**src/shared/aux_clk_map.vh**
```
// register map, field positions, reset values and timing counts for the aux clock control block
`ifndef AUX_CLK_MAP_VH
`define AUX_CLK_MAP_VH
// ----------------------------------------
// register byte addresses
// ----------------------------------------
`define ACD_CTRL_ADDR 12'h000
`define ACD_IRQ_STATUS_ADDR 12'h004
`define ACD_IRQ_MASK_ADDR 12'h008
// ----------------------------------------
// control register fields
// ----------------------------------------
`define ACD_ENABLE_BIT 15
`define ACD_LOCK_BIT 14
`define ACD_DIVSRC_BIT 13
`define ACD_RATIO_HI 10
`define ACD_RATIO_LO 8
`define ACD_REFSRC_BIT 7
`define ACD_RCSEL_BIT 6
`define ACD_CTRL_WMASK 16'ha7c0
// ----------------------------------------
// reset values
// ----------------------------------------
`define ACD_ENABLE_RST 1'h0
`define ACD_DIVSRC_RST 1'h1
`define ACD_RATIO_RST 3'h7
`define ACD_REFSRC_RST 1'h0
`define ACD_RCSEL_RST 1'h0
// ----------------------------------------
// interrupt status bits
// ----------------------------------------
`define ACD_IRQ_LOCK_GAIN 0
`define ACD_IRQ_LOCK_LOSS 1
`define ACD_IRQ_W 2
// ----------------------------------------
// timing
// ----------------------------------------
`define ACD_CLK_NS 50
`define ACD_LOCK_NS 100000
`define ACD_LOCK_CYCLES ((`ACD_LOCK_NS + `ACD_CLK_NS - 1) / `ACD_CLK_NS)
`endif

```
**src/verilog/aux_ratio_divider.v**
```verilog
// power-of-two enable divider for the auxiliary clock output
`timescale 1ns/1ps
module aux_ratio_divider #(
  parameter CNT_W = 6 // enough for divide by 64
) (
  // clock and reset
  input wire hclk,
  input wire hresetn,
  // control
  input wire run, // divider runs while high
  input wire [2:0] ratio, // output ratio code
  // output
  output reg tick_q // one-cycle enable at the divided rate
);

  reg [CNT_W-1:0] cnt_q; // free count inside one period
  reg [CNT_W-1:0] last; // terminal count for the code

  // ----------------------------------------
  // ratio decode
  // ----------------------------------------
  // code 111 divides by 1, each step down doubles; 000 treated as 64
  always @* begin
    case (ratio)
      3'h7: last = 6'h00;
      3'h6: last = 6'h01;
      3'h5: last = 6'h03;
      3'h4: last = 6'h07;
      3'h3: last = 6'h0f;
      3'h2: last = 6'h1f;
      default: last = 6'h3f;
    endcase
  end

  // ----------------------------------------
  // counter
  // ----------------------------------------
  // restarts whenever the source stops, so the first tick is a full period late
  always @(posedge hclk or negedge hresetn) begin
    if (!hresetn) begin
      cnt_q <= 6'h00;
      tick_q <= 1'b0;
    end else if (!run) begin
      cnt_q <= 6'h00;
      tick_q <= 1'b0;
    end else if (cnt_q >= last) begin
      cnt_q <= 6'h00;
      tick_q <= 1'b1;
    end else begin
      cnt_q <= cnt_q + 6'h01;
      tick_q <= 1'b0;
    end
  end

endmodule

```
**src/verilog/aux_clock_divisor_control.v**
```verilog
// auxiliary clock path control: pll reference, enable, lock, divider source and ratio
// Contract
// RQ1: pll runs only while enable bit set
// RQ2: read-only lock flag mirrors pll lock; here set only after 2000 cycles of pll lock while running on a live reference
// RQ3: divider source select picks oscillator or pll
// RQ4: ratio field divides by powers of two
// RQ5: reference select picks primary oscillator or none
// RQ6: rc select overrides reference for pll input
// RQ7: control register reset by power-on only
// RQ8: unimplemented bits read zero, ignore writes
//
// Register access over AHB-Lite and the register addresses were left to the implementer.
`timescale 1ns/1ps
`include "aux_clk_map.vh"
module aux_clock_divisor_control (
  // bus clock and resets
  input wire hclk,
  input wire hresetn, // system reset, all sources
  input wire por_n, // power-on reset only, active low
  // ahb-lite slave
  input wire hsel,
  input wire [11:0] haddr,
  input wire [1:0] htrans,
  input wire hwrite,
  input wire [2:0] hsize,
  input wire [31:0] hwdata,
  input wire hready,
  output wire hreadyout,
  output wire hresp,
  output reg [31:0] hrdata,
  // clock sources present
  input wire fast_internal_rc_ok, // internal rc oscillator running
  input wire primary_osc_ok, // primary oscillator running
  input wire aux_osc_ok, // auxiliary oscillator path running
  // pll interface
  input wire aux_pll_locked, // raw lock indication from the pll
  output reg aux_pll_run_q, // pll enable
  output reg [1:0] aux_pll_ref_q, // 0 none, 1 primary, 2 internal rc
  output reg aux_div_from_osc_q, // divider fed by oscillator path
  output wire aux_clk_tick, // divided auxiliary clock enable
  // interrupt
  output wire irq
);

  // ----------------------------------------
  // local state
  // ----------------------------------------
  localparam LOCK_CYCLES = `ACD_LOCK_CYCLES; // settle time modelled before lock trusted
  localparam integer LOCK_LAST_I = LOCK_CYCLES - 1; // full-width terminal count
  localparam [12:0] LOCK_LAST = LOCK_LAST_I[12:0]; // counter is 13 bits, 2000 fits

  reg aux_pll_enable_q; // enable bit
  reg aux_divider_source_select_q; // divider source bit
  reg [2:0] aux_output_ratio_q; // ratio field
  reg aux_reference_source_select_q; // reference source bit
  reg internal_rc_reference_select_q; // rc select bit
  reg aux_pll_lock_flag_q; // lock state as software sees it
  reg [12:0] settle_q; // lock settle counter
  reg [`ACD_IRQ_W-1:0] irq_status_q; // sticky events
  reg [`ACD_IRQ_W-1:0] irq_mask_q; // event enables
  reg wr_pend_q; // write data phase pending
  reg rd_pend_q; // read data phase pending
  reg [11:0] addr_q; // latched address phase
  wire addr_take; // valid address phase
  wire ref_ok; // selected reference is alive
  wire div_src_ok; // selected divider source is alive
  wire [15:0] ctrl_rd; // control register read image
  wire [`ACD_IRQ_W-1:0] events; // this cycle's events

  // ----------------------------------------
  // bus helpers
  // ----------------------------------------
  function sel_match;
    input [11:0] a;
    input [11:0] target;
    begin
      sel_match = (a[11:2] == target[11:2]);
    end
  endfunction

  assign addr_take = hsel && hready && htrans[1];
  assign hreadyout = 1'b1; // zero wait states, write data lands at end of data phase
  assign hresp = 1'b0; // always okay

  // ----------------------------------------
  // address phase capture
  // ----------------------------------------
  always @(posedge hclk or negedge hresetn) begin
    if (!hresetn) begin
      wr_pend_q <= 1'b0;
      rd_pend_q <= 1'b0;
      addr_q <= 12'h000;
    end else if (hready) begin
      wr_pend_q <= addr_take && hwrite;
      rd_pend_q <= addr_take && !hwrite;
      if (addr_take) begin
        addr_q <= haddr;
      end
    end
  end

  // ----------------------------------------
  // control register, power-on domain
  // ----------------------------------------
  // only por_n resets these; a system reset leaves software's settings alone
  always @(posedge hclk or negedge por_n) begin
    if (!por_n) begin
      aux_pll_enable_q <= `ACD_ENABLE_RST; // see RQ7
      aux_divider_source_select_q <= `ACD_DIVSRC_RST;
      aux_output_ratio_q <= `ACD_RATIO_RST;
      aux_reference_source_select_q <= `ACD_REFSRC_RST;
      internal_rc_reference_select_q <= `ACD_RCSEL_RST;
    end else if (wr_pend_q && sel_match(addr_q, `ACD_CTRL_ADDR)) begin
      // only implemented bits are stored; lock bit is read-only
      aux_pll_enable_q <= hwdata[`ACD_ENABLE_BIT]; // see RQ8
      aux_divider_source_select_q <= hwdata[`ACD_DIVSRC_BIT];
      aux_output_ratio_q <= hwdata[`ACD_RATIO_HI:`ACD_RATIO_LO];
      aux_reference_source_select_q <= hwdata[`ACD_REFSRC_BIT];
      internal_rc_reference_select_q <= hwdata[`ACD_RCSEL_BIT];
    end
  end

  // ----------------------------------------
  // pll steering outputs
  // ----------------------------------------
  // registered so the pll and muxes see glitch-free selects
  always @(posedge hclk or negedge por_n) begin
    if (!por_n) begin
      aux_pll_run_q <= 1'b0;
      aux_pll_ref_q <= 2'h0;
      aux_div_from_osc_q <= 1'b1;
    end else begin
      aux_pll_run_q <= aux_pll_enable_q; // see RQ1
      if (internal_rc_reference_select_q) begin
        aux_pll_ref_q <= 2'h2; // see RQ6
      end else if (aux_reference_source_select_q) begin
        aux_pll_ref_q <= 2'h1; // see RQ5
      end else begin
        aux_pll_ref_q <= 2'h0; // no reference selected
      end
      aux_div_from_osc_q <= aux_divider_source_select_q; // see RQ3
    end
  end

  assign ref_ok = (aux_pll_ref_q == 2'h2) ? fast_internal_rc_ok :
                  (aux_pll_ref_q == 2'h1) ? primary_osc_ok : 1'b0;

  // ----------------------------------------
  // lock tracking
  // ----------------------------------------
  // lock is believed only after the pll reports lock for a settle time;
  // a disabled pll or dead reference drops it at once
  always @(posedge hclk or negedge hresetn) begin
    if (!hresetn) begin
      settle_q <= 13'h0000;
      aux_pll_lock_flag_q <= 1'b0;
    end else if (!aux_pll_run_q || !ref_ok || !aux_pll_locked) begin
      settle_q <= 13'h0000;
      aux_pll_lock_flag_q <= 1'b0; // see RQ2
    end else if (settle_q >= LOCK_LAST) begin
      aux_pll_lock_flag_q <= 1'b1; // see RQ2
    end else begin
      settle_q <= settle_q + 13'h0001;
    end
  end

  // ----------------------------------------
  // output divider
  // ----------------------------------------
  // divider runs from oscillator path, or from the pll once it is locked
  assign div_src_ok = aux_div_from_osc_q ? aux_osc_ok : aux_pll_lock_flag_q;

  aux_ratio_divider #(
    .CNT_W(6)
  ) u_div (
    .hclk(hclk),
    .hresetn(hresetn),
    .run(div_src_ok),
    .ratio(aux_output_ratio_q), // see RQ4
    .tick_q(aux_clk_tick)
  );

  // ----------------------------------------
  // interrupts
  // ----------------------------------------
  reg lock_prev_q; // lock flag one cycle ago
  always @(posedge hclk or negedge hresetn) begin
    if (!hresetn) begin
      lock_prev_q <= 1'b0;
    end else begin
      lock_prev_q <= aux_pll_lock_flag_q;
    end
  end

  assign events = {lock_prev_q && !aux_pll_lock_flag_q, !lock_prev_q && aux_pll_lock_flag_q};

  // set wins over a write-one clear in the same cycle
  always @(posedge hclk or negedge hresetn) begin
    if (!hresetn) begin
      irq_status_q <= 2'h0;
      irq_mask_q <= 2'h0;
    end else begin
      if (wr_pend_q && sel_match(addr_q, `ACD_IRQ_STATUS_ADDR)) begin
        irq_status_q <= (irq_status_q & ~hwdata[`ACD_IRQ_W-1:0]) | events;
      end else begin
        irq_status_q <= irq_status_q | events;
      end
      if (wr_pend_q && sel_match(addr_q, `ACD_IRQ_MASK_ADDR)) begin
        irq_mask_q <= hwdata[`ACD_IRQ_W-1:0];
      end
    end
  end

  assign irq = |(irq_status_q & irq_mask_q);

  // ----------------------------------------
  // read data
  // ----------------------------------------
  assign ctrl_rd = {aux_pll_enable_q, aux_pll_lock_flag_q, aux_divider_source_select_q,
                    2'h0, aux_output_ratio_q, aux_reference_source_select_q,
                    internal_rc_reference_select_q, 6'h00}; // see RQ8

  // data registered in the address phase so it stands through the data phase
  always @(posedge hclk or negedge hresetn) begin
    if (!hresetn) begin
      hrdata <= 32'h00000000;
    end else if (addr_take && !hwrite) begin
      if (sel_match(haddr, `ACD_CTRL_ADDR)) begin
        hrdata <= {16'h0000, ctrl_rd};
      end else if (sel_match(haddr, `ACD_IRQ_STATUS_ADDR)) begin
        hrdata <= {30'h00000000, irq_status_q};
      end else if (sel_match(haddr, `ACD_IRQ_MASK_ADDR)) begin
        hrdata <= {30'h00000000, irq_mask_q};
      end else begin
        hrdata <= 32'h00000000; // unmapped reads zero
      end
    end
  end

endmodule

```
**config.mk**
```make
export PLATFORM = sky130hd
export DESIGN_NAME = aux_clock_divisor_control
export DESIGN_NICKNAME = d
export VERILOG_FILES = /design/src/verilog/aux_ratio_divider.v /design/src/verilog/aux_clock_divisor_control.v
export VERILOG_INCLUDE_DIRS = /design/src /design/src/shared
export SDC_FILE = /design/constraint.sdc
export NUM_CORES = 1
export LEC_CHECK = 0
export ABC_AREA = 1
export BUFFER_PORTS_ARGS = -buffer_cell sky130_fd_sc_hd__buf_2
export CAP_MARGIN = 20
export CORE_ASPECT_RATIO = 1.2
export CORE_UTILIZATION = 50
export DETAILED_ROUTE_END_ITERATION = 16
export PLACE_DENSITY = 0.81
export SLEW_MARGIN = 20
export SYNTH_ARGS = -nofsm -noshare
export SYNTH_HDL_FRONTEND = slang
export SYNTH_SLANG_ARGS = --single-unit
export TNS_END_PERCENT = 1
```
**constraint.sdc**
```tcl
create_clock -name hclk -period 4.4 [get_ports hclk]
set_input_delay 0.88 -clock hclk [delete_from_list [all_inputs] [get_ports hclk]]
set_output_delay 0.88 -clock hclk [all_outputs]
set_load 0.05 [all_outputs]
```
==> results_tabular.tex <==
\begin{tabular}{lr}
\hline
Metric & Value \\
\hline
\multicolumn{2}{l}{\textbf{STA}} \\
\quad Unrepaired setup endpoints after global routing & false \\
\quad Final setup fails & 0 \\
\quad Measured slew at the worst slew-check pin & 788 ps \\
\quad Max-slew violations & 0 \\
\quad Timing-limited maximum frequency & 384 MHz \\
\quad Number of hold violations in the final report & 0 \\
\quad Clock Skew & 6.93 ps \\
\quad Tmin final & 2600 ps \\
\quad Aggregate negative setup slack & 0 ps \\
\quad Final worst path period share & 59.2\% \\
\quad Max-slew headroom & 47.3\% \\
\quad Fin worst setup slack & 1800 ps \\
\multicolumn{2}{l}{\textbf{Pwr}} \\
\quad Switching share of total power & 33.3\% \\
\quad Leakage power figure & 0.00191 uW \\
\quad Internal power summed over all cells & 1020 uW \\
\quad Power share of the clock group & 36.4\% \\
\quad Worst vdd rail ir drop & 0.276 mV \\
\quad Combinational Power Share & 20.3\% \\
\quad Sequential share of power & 43.3\% \\
\quad Switching power & 507 uW \\
\quad P per Cell Area & 422 nW/um2 \\
\multicolumn{2}{l}{\textbf{Clocking}} \\
\quad Clock edge transition at the registers on the reported setup and hold paths & 70 ps \\
\quad CTS tree & yes \\
\quad Number of post-CTS setup repair buffers & 0 \\
\quad Source-to-sink clock delay at the later pin of the worst-skew pair & 340 ps \\
\quad H-tree levels & 3 \\
\quad CTS max path bufs & 2 \\
\quad TritonCTS Sinks & 58 \\
\quad Post-CTS sizing & 0 \\
\quad CTS Hold Buffers Added & 0 \\
\quad Clock root cell & sky130\_fd\_sc\_hd\_\_clkbuf\_8 \\
\quad Number of buffers inserted during clock tree synthesis & 9 \\
\multicolumn{2}{l}{\textbf{Global routing}} \\
\quad Global route overflow & 0 \\
\quad Wire length of the first global-routing pass & 11000 um \\
\quad Largest net degree at the start of global routing & 48 \\
\quad Number of global-route vias before repair & 2615 \\
\quad Antenna violations before repair & 0 \\
\quad Total global-route track usage & 22.2\% \\
\multicolumn{2}{l}{\textbf{Finish}} \\
\quad Final net count & 525 \\
\quad Area Overhead vs Synth & 13.4\% \\
\quad Fraction of final layout cells sized beyond drive strength 1 & 17.4\% \\
\quad Count of placed standard cells in the final layout, fillers left out & 542 \\
\quad Commonest non-fill, non-tap cell in the layout & sky130\_fd\_sc\_hd\_\_nand2\_1 \\
\quad Seq. cell area & 1460 um2 \\
\quad Commonest non-fill, non-tap cells in the layout & sky130\_fd\_sc\_hd\_\_nand2\_1, sky130\_fd\_sc\_hd\_\_dfrtp\_1, sky130\_fd\_sc\_hd\_\_inv\_1, sky130\_fd\_sc\_hd\_\_buf\_2, sky130\_fd\_sc\_hd\_\_nor2\_1 \\
\quad ANT cells & 0 \\
\quad Footprint of the multi-input gates & 1420 um2 \\
\quad Final-layout fill cell count & 528 \\
\multicolumn{2}{l}{\textbf{Synthesis}} \\
\quad Part of the Yosys area used for sequential elements & 45.7\% \\
\quad Cell area after technology mapping & 3190 um2 \\
\quad Yosys warnings & 0 \\
\quad Library cells used by synthesis & 33 \\
\quad Synth Instances & 406 \\
\quad Mean cell area of the mapped netlist & 7.86 um2 \\
\quad Post-synthesis register bit count & 58 \\
\multicolumn{2}{l}{\textbf{Drt}} \\
\quad Total vias in the final route & 2712 \\
\quad Wirelength, routed & 6460 um \\
\quad Average wire length per cell after detail routing & 11.9 um \\
\quad Vias per std cell & 5.00 \\
\quad Initial DRT Pass Iterations & 4 \\
\quad Count of routing violations after the opening detailed-route iteration & 179 \\
\quad Count of unresolved DRC violations after routing & 0 \\
\quad Final antenna-violating net count & 0 \\
\multicolumn{2}{l}{\textbf{Die}} \\
\quad Width of the chip & 74.9 um \\
\quad Initial Util & 52.4\% \\
\quad Number of placed I/O pins & 99 \\
\quad Placeable Area & 6090 um2 \\
\quad Die outline height & 89.5 um \\
\quad Count of standard-cell rows & 31 \\
\quad Die outline area & 6700 um2 \\
\multicolumn{2}{l}{\textbf{Setup path}} \\
\quad Category of the most critical setup path & in -> reg \\
\quad List of cells traversed by the critical path & buf\_2 -> nand3\_2 -> nor2\_1 -> clkinv\_1 -> nand2\_1 -> o21ai\_0 \\
\quad Critical Path RT & 4610 ps \\
\quad Worst endpoint data arrival time & 2810 ps \\
\quad Worst-path maximum fanout & 19 \\
\quad Slowest stage cell, crit path & sky130\_fd\_sc\_hd\_\_nor2\_1 \\
\quad Startpoint Class & primary input \\
\quad CP endpoint kind & flop \\
\quad Slowest cell delay on critical path & 710 ps \\
\multicolumn{2}{l}{\textbf{Min path}} \\
\quad Tightest Hold Check Type & reg -> reg \\
\multicolumn{2}{l}{\textbf{Place}} \\
\quad Setup WS pre-CTS & 1490 ps \\
\quad Post-DP HPWL & 4620 um \\
\quad Cell count after placement & 526 \\
\quad Port-buffer cells & 45 \\
\quad Routability congestion estimate from global placement & 0.887 \\
\multicolumn{2}{l}{\textbf{Outcome}} \\
\quad Status & complete, no violations \\
\multicolumn{2}{l}{\textbf{Job}} \\
\quad Number of max-capacitance violations reported & 0 \\
\hline
\end{tabular}
## final timing paths
check,start,endpoint,slack (ps),cells past startpoint
worst max register to register,aux_output_ratio_q[1]$_DFFE_PN1P_,u_div.cnt_q[4]$_DFF_PN0_,2260,10
worst max-delay path,hready,hrdata[14]$_DFFE_PN0P_,1800,6
worst min-delay path,aux_divider_source_select_q$_DFFE_PN1P_,aux_div_from_osc_q$_DFF_PN1_,380,0
worst min register to register,aux_divider_source_select_q$_DFFE_PN1P_,aux_div_from_osc_q$_DFF_PN1_,380,0
max in group asynchronous,hresetn,u_div.cnt_q[5]$_DFF_PN0_,3460,1
min in group asynchronous,por_n,aux_pll_ref_q[0]$_DFF_PN0_,390,1
## sequential cells by signal, summed over array words and instances (netlist names)
| register | count |
|---|---|
| lock_prev_q | 1 |
| addr_q | 10 |
| aux_divider_source_select_q | 1 |
| hrdata | 10 |
| u_div.tick_q | 1 |
| aux_reference_source_select_q | 1 |
| settle_q | 13 |
| internal_rc_reference_select_q | 1 |
| aux_div_from_osc_q | 1 |
| aux_output_ratio_q | 3 |
| aux_pll_run_q | 1 |
| irq_status_q | 2 |
| aux_pll_ref_q | 2 |
| wr_pend_q | 1 |
| irq_mask_q | 2 |
| aux_pll_enable_q | 1 |
| aux_pll_lock_flag_q | 1 |
| u_div.cnt_q | 6 |
## critical path, delay by kind of cell
| family | cells | cell delay (ps) |
|---|---|---|
| AOI/OAI and AO/OA | 1 | 120 |
| buffers and inverters | 2 | 650 |
| and+or+nand+nor | 3 | 1160 |
## Yosys cell counts
| library cell | n | share of area, % |
|---|---|---|
| sky130_fd_sc_hd__or2_2 | 1 | 0.20 |
| sky130_fd_sc_hd__a21oi_1 | 7 | 1.1 |
| sky130_fd_sc_hd__buf_2 | 4 | 0.63 |
| sky130_fd_sc_hd__o21ai_1 | 1 | 0.16 |
| sky130_fd_sc_hd__nand3_2 | 2 | 0.63 |
| sky130_fd_sc_hd__a21oi_2 | 1 | 0.27 |
| sky130_fd_sc_hd__a22o_1 | 1 | 0.27 |
| sky130_fd_sc_hd__o21bai_1 | 1 | 0.24 |
| sky130_fd_sc_hd__nand3b_1 | 2 | 0.47 |
| sky130_fd_sc_hd__ha_1 | 11 | 4.3 |
| sky130_fd_sc_hd__dfstp_2 | 5 | 4.1 |
| sky130_fd_sc_hd__clkbuf_1 | 1 | 0.12 |
| sky130_fd_sc_hd__nand3_1 | 36 | 5.6 |
| sky130_fd_sc_hd__mux2_2 | 3 | 1.1 |
| sky130_fd_sc_hd__o22ai_1 | 1 | 0.20 |
| sky130_fd_sc_hd__o21ai_0 | 20 | 3.1 |
| sky130_fd_sc_hd__xnor2_1 | 2 | 0.55 |
| sky130_fd_sc_hd__buf_8 | 1 | 0.47 |
| sky130_fd_sc_hd__conb_1 | 2 | 0.24 |
| sky130_fd_sc_hd__inv_1 | 44 | 5.2 |
| sky130_fd_sc_hd__nor2_2 | 4 | 0.78 |
| sky130_fd_sc_hd__nor3_1 | 4 | 0.63 |
| sky130_fd_sc_hd__xor2_1 | 3 | 0.82 |
| sky130_fd_sc_hd__buf_4 | 24 | 5.6 |
| sky130_fd_sc_hd__clkinv_1 | 1 | 0.12 |
| sky130_fd_sc_hd__nor3b_1 | 1 | 0.24 |
| sky130_fd_sc_hd__inv_2 | 1 | 0.12 |
| sky130_fd_sc_hd__dfrtp_1 | 53 | 42 |
| sky130_fd_sc_hd__nand2_2 | 1 | 0.20 |
| sky130_fd_sc_hd__nor2_1 | 43 | 5.1 |
| sky130_fd_sc_hd__nand4_1 | 11 | 2.2 |
| sky130_fd_sc_hd__nand2_1 | 112 | 13 |
| sky130_fd_sc_hd__o31ai_1 | 2 | 0.47 |
## kinds of logic after synthesis
group	count (synthesis)	share of synthesized area, %
simple gates	217	29.2
fa+ha+maj	11	4.32
mux	3	1.06
xor+xnor	5	1.37
compound gates	34	5.85
flops	58	45.7
other cells	2	0.235
buf+inv	76	12.3
## cell type report
cell class / instances / area share [%]
flip-flops and latches: 58 / 40.3
multi-input cells: 294 / 39.3
repair buffers: 46 / 6.51
inverters: 46 / 4.78
clock buffers: 9 / 3.43
well taps: 82 / 2.84
clock inverters: 7 / 2.80
## per-layer routing
layer	up-vias	wire length, um	GRT usage [%]
met5	-	0	0
met4	0	103	12.0
met3	10	306	5.86
met2	82	3400	40.0
met1	1271	2650	23.3
li1	1349	-	-
## stage by stage
step	util, %	area [um2]	hold WS, ps	total power [uW]
after floorplan	-	3270	361	912
after detailed placement	55.6	3390	367	982
after global placement	55.6	3390	366	966
final	59.4	3620	376	1530
after global routing	59.4	3620	385	1610
after CTS	59.3	3610	377	1540
## power by group through the flow
stage,registers (uW),logic (uW),clock network (uW)
after global routing,669,354,589
final,660,310,555
after floorplan,699,213,0
after global placement,666,300,0
after detailed placement,670,312,0
after CTS,660,314,564
(Power assumes the default switching activity.)
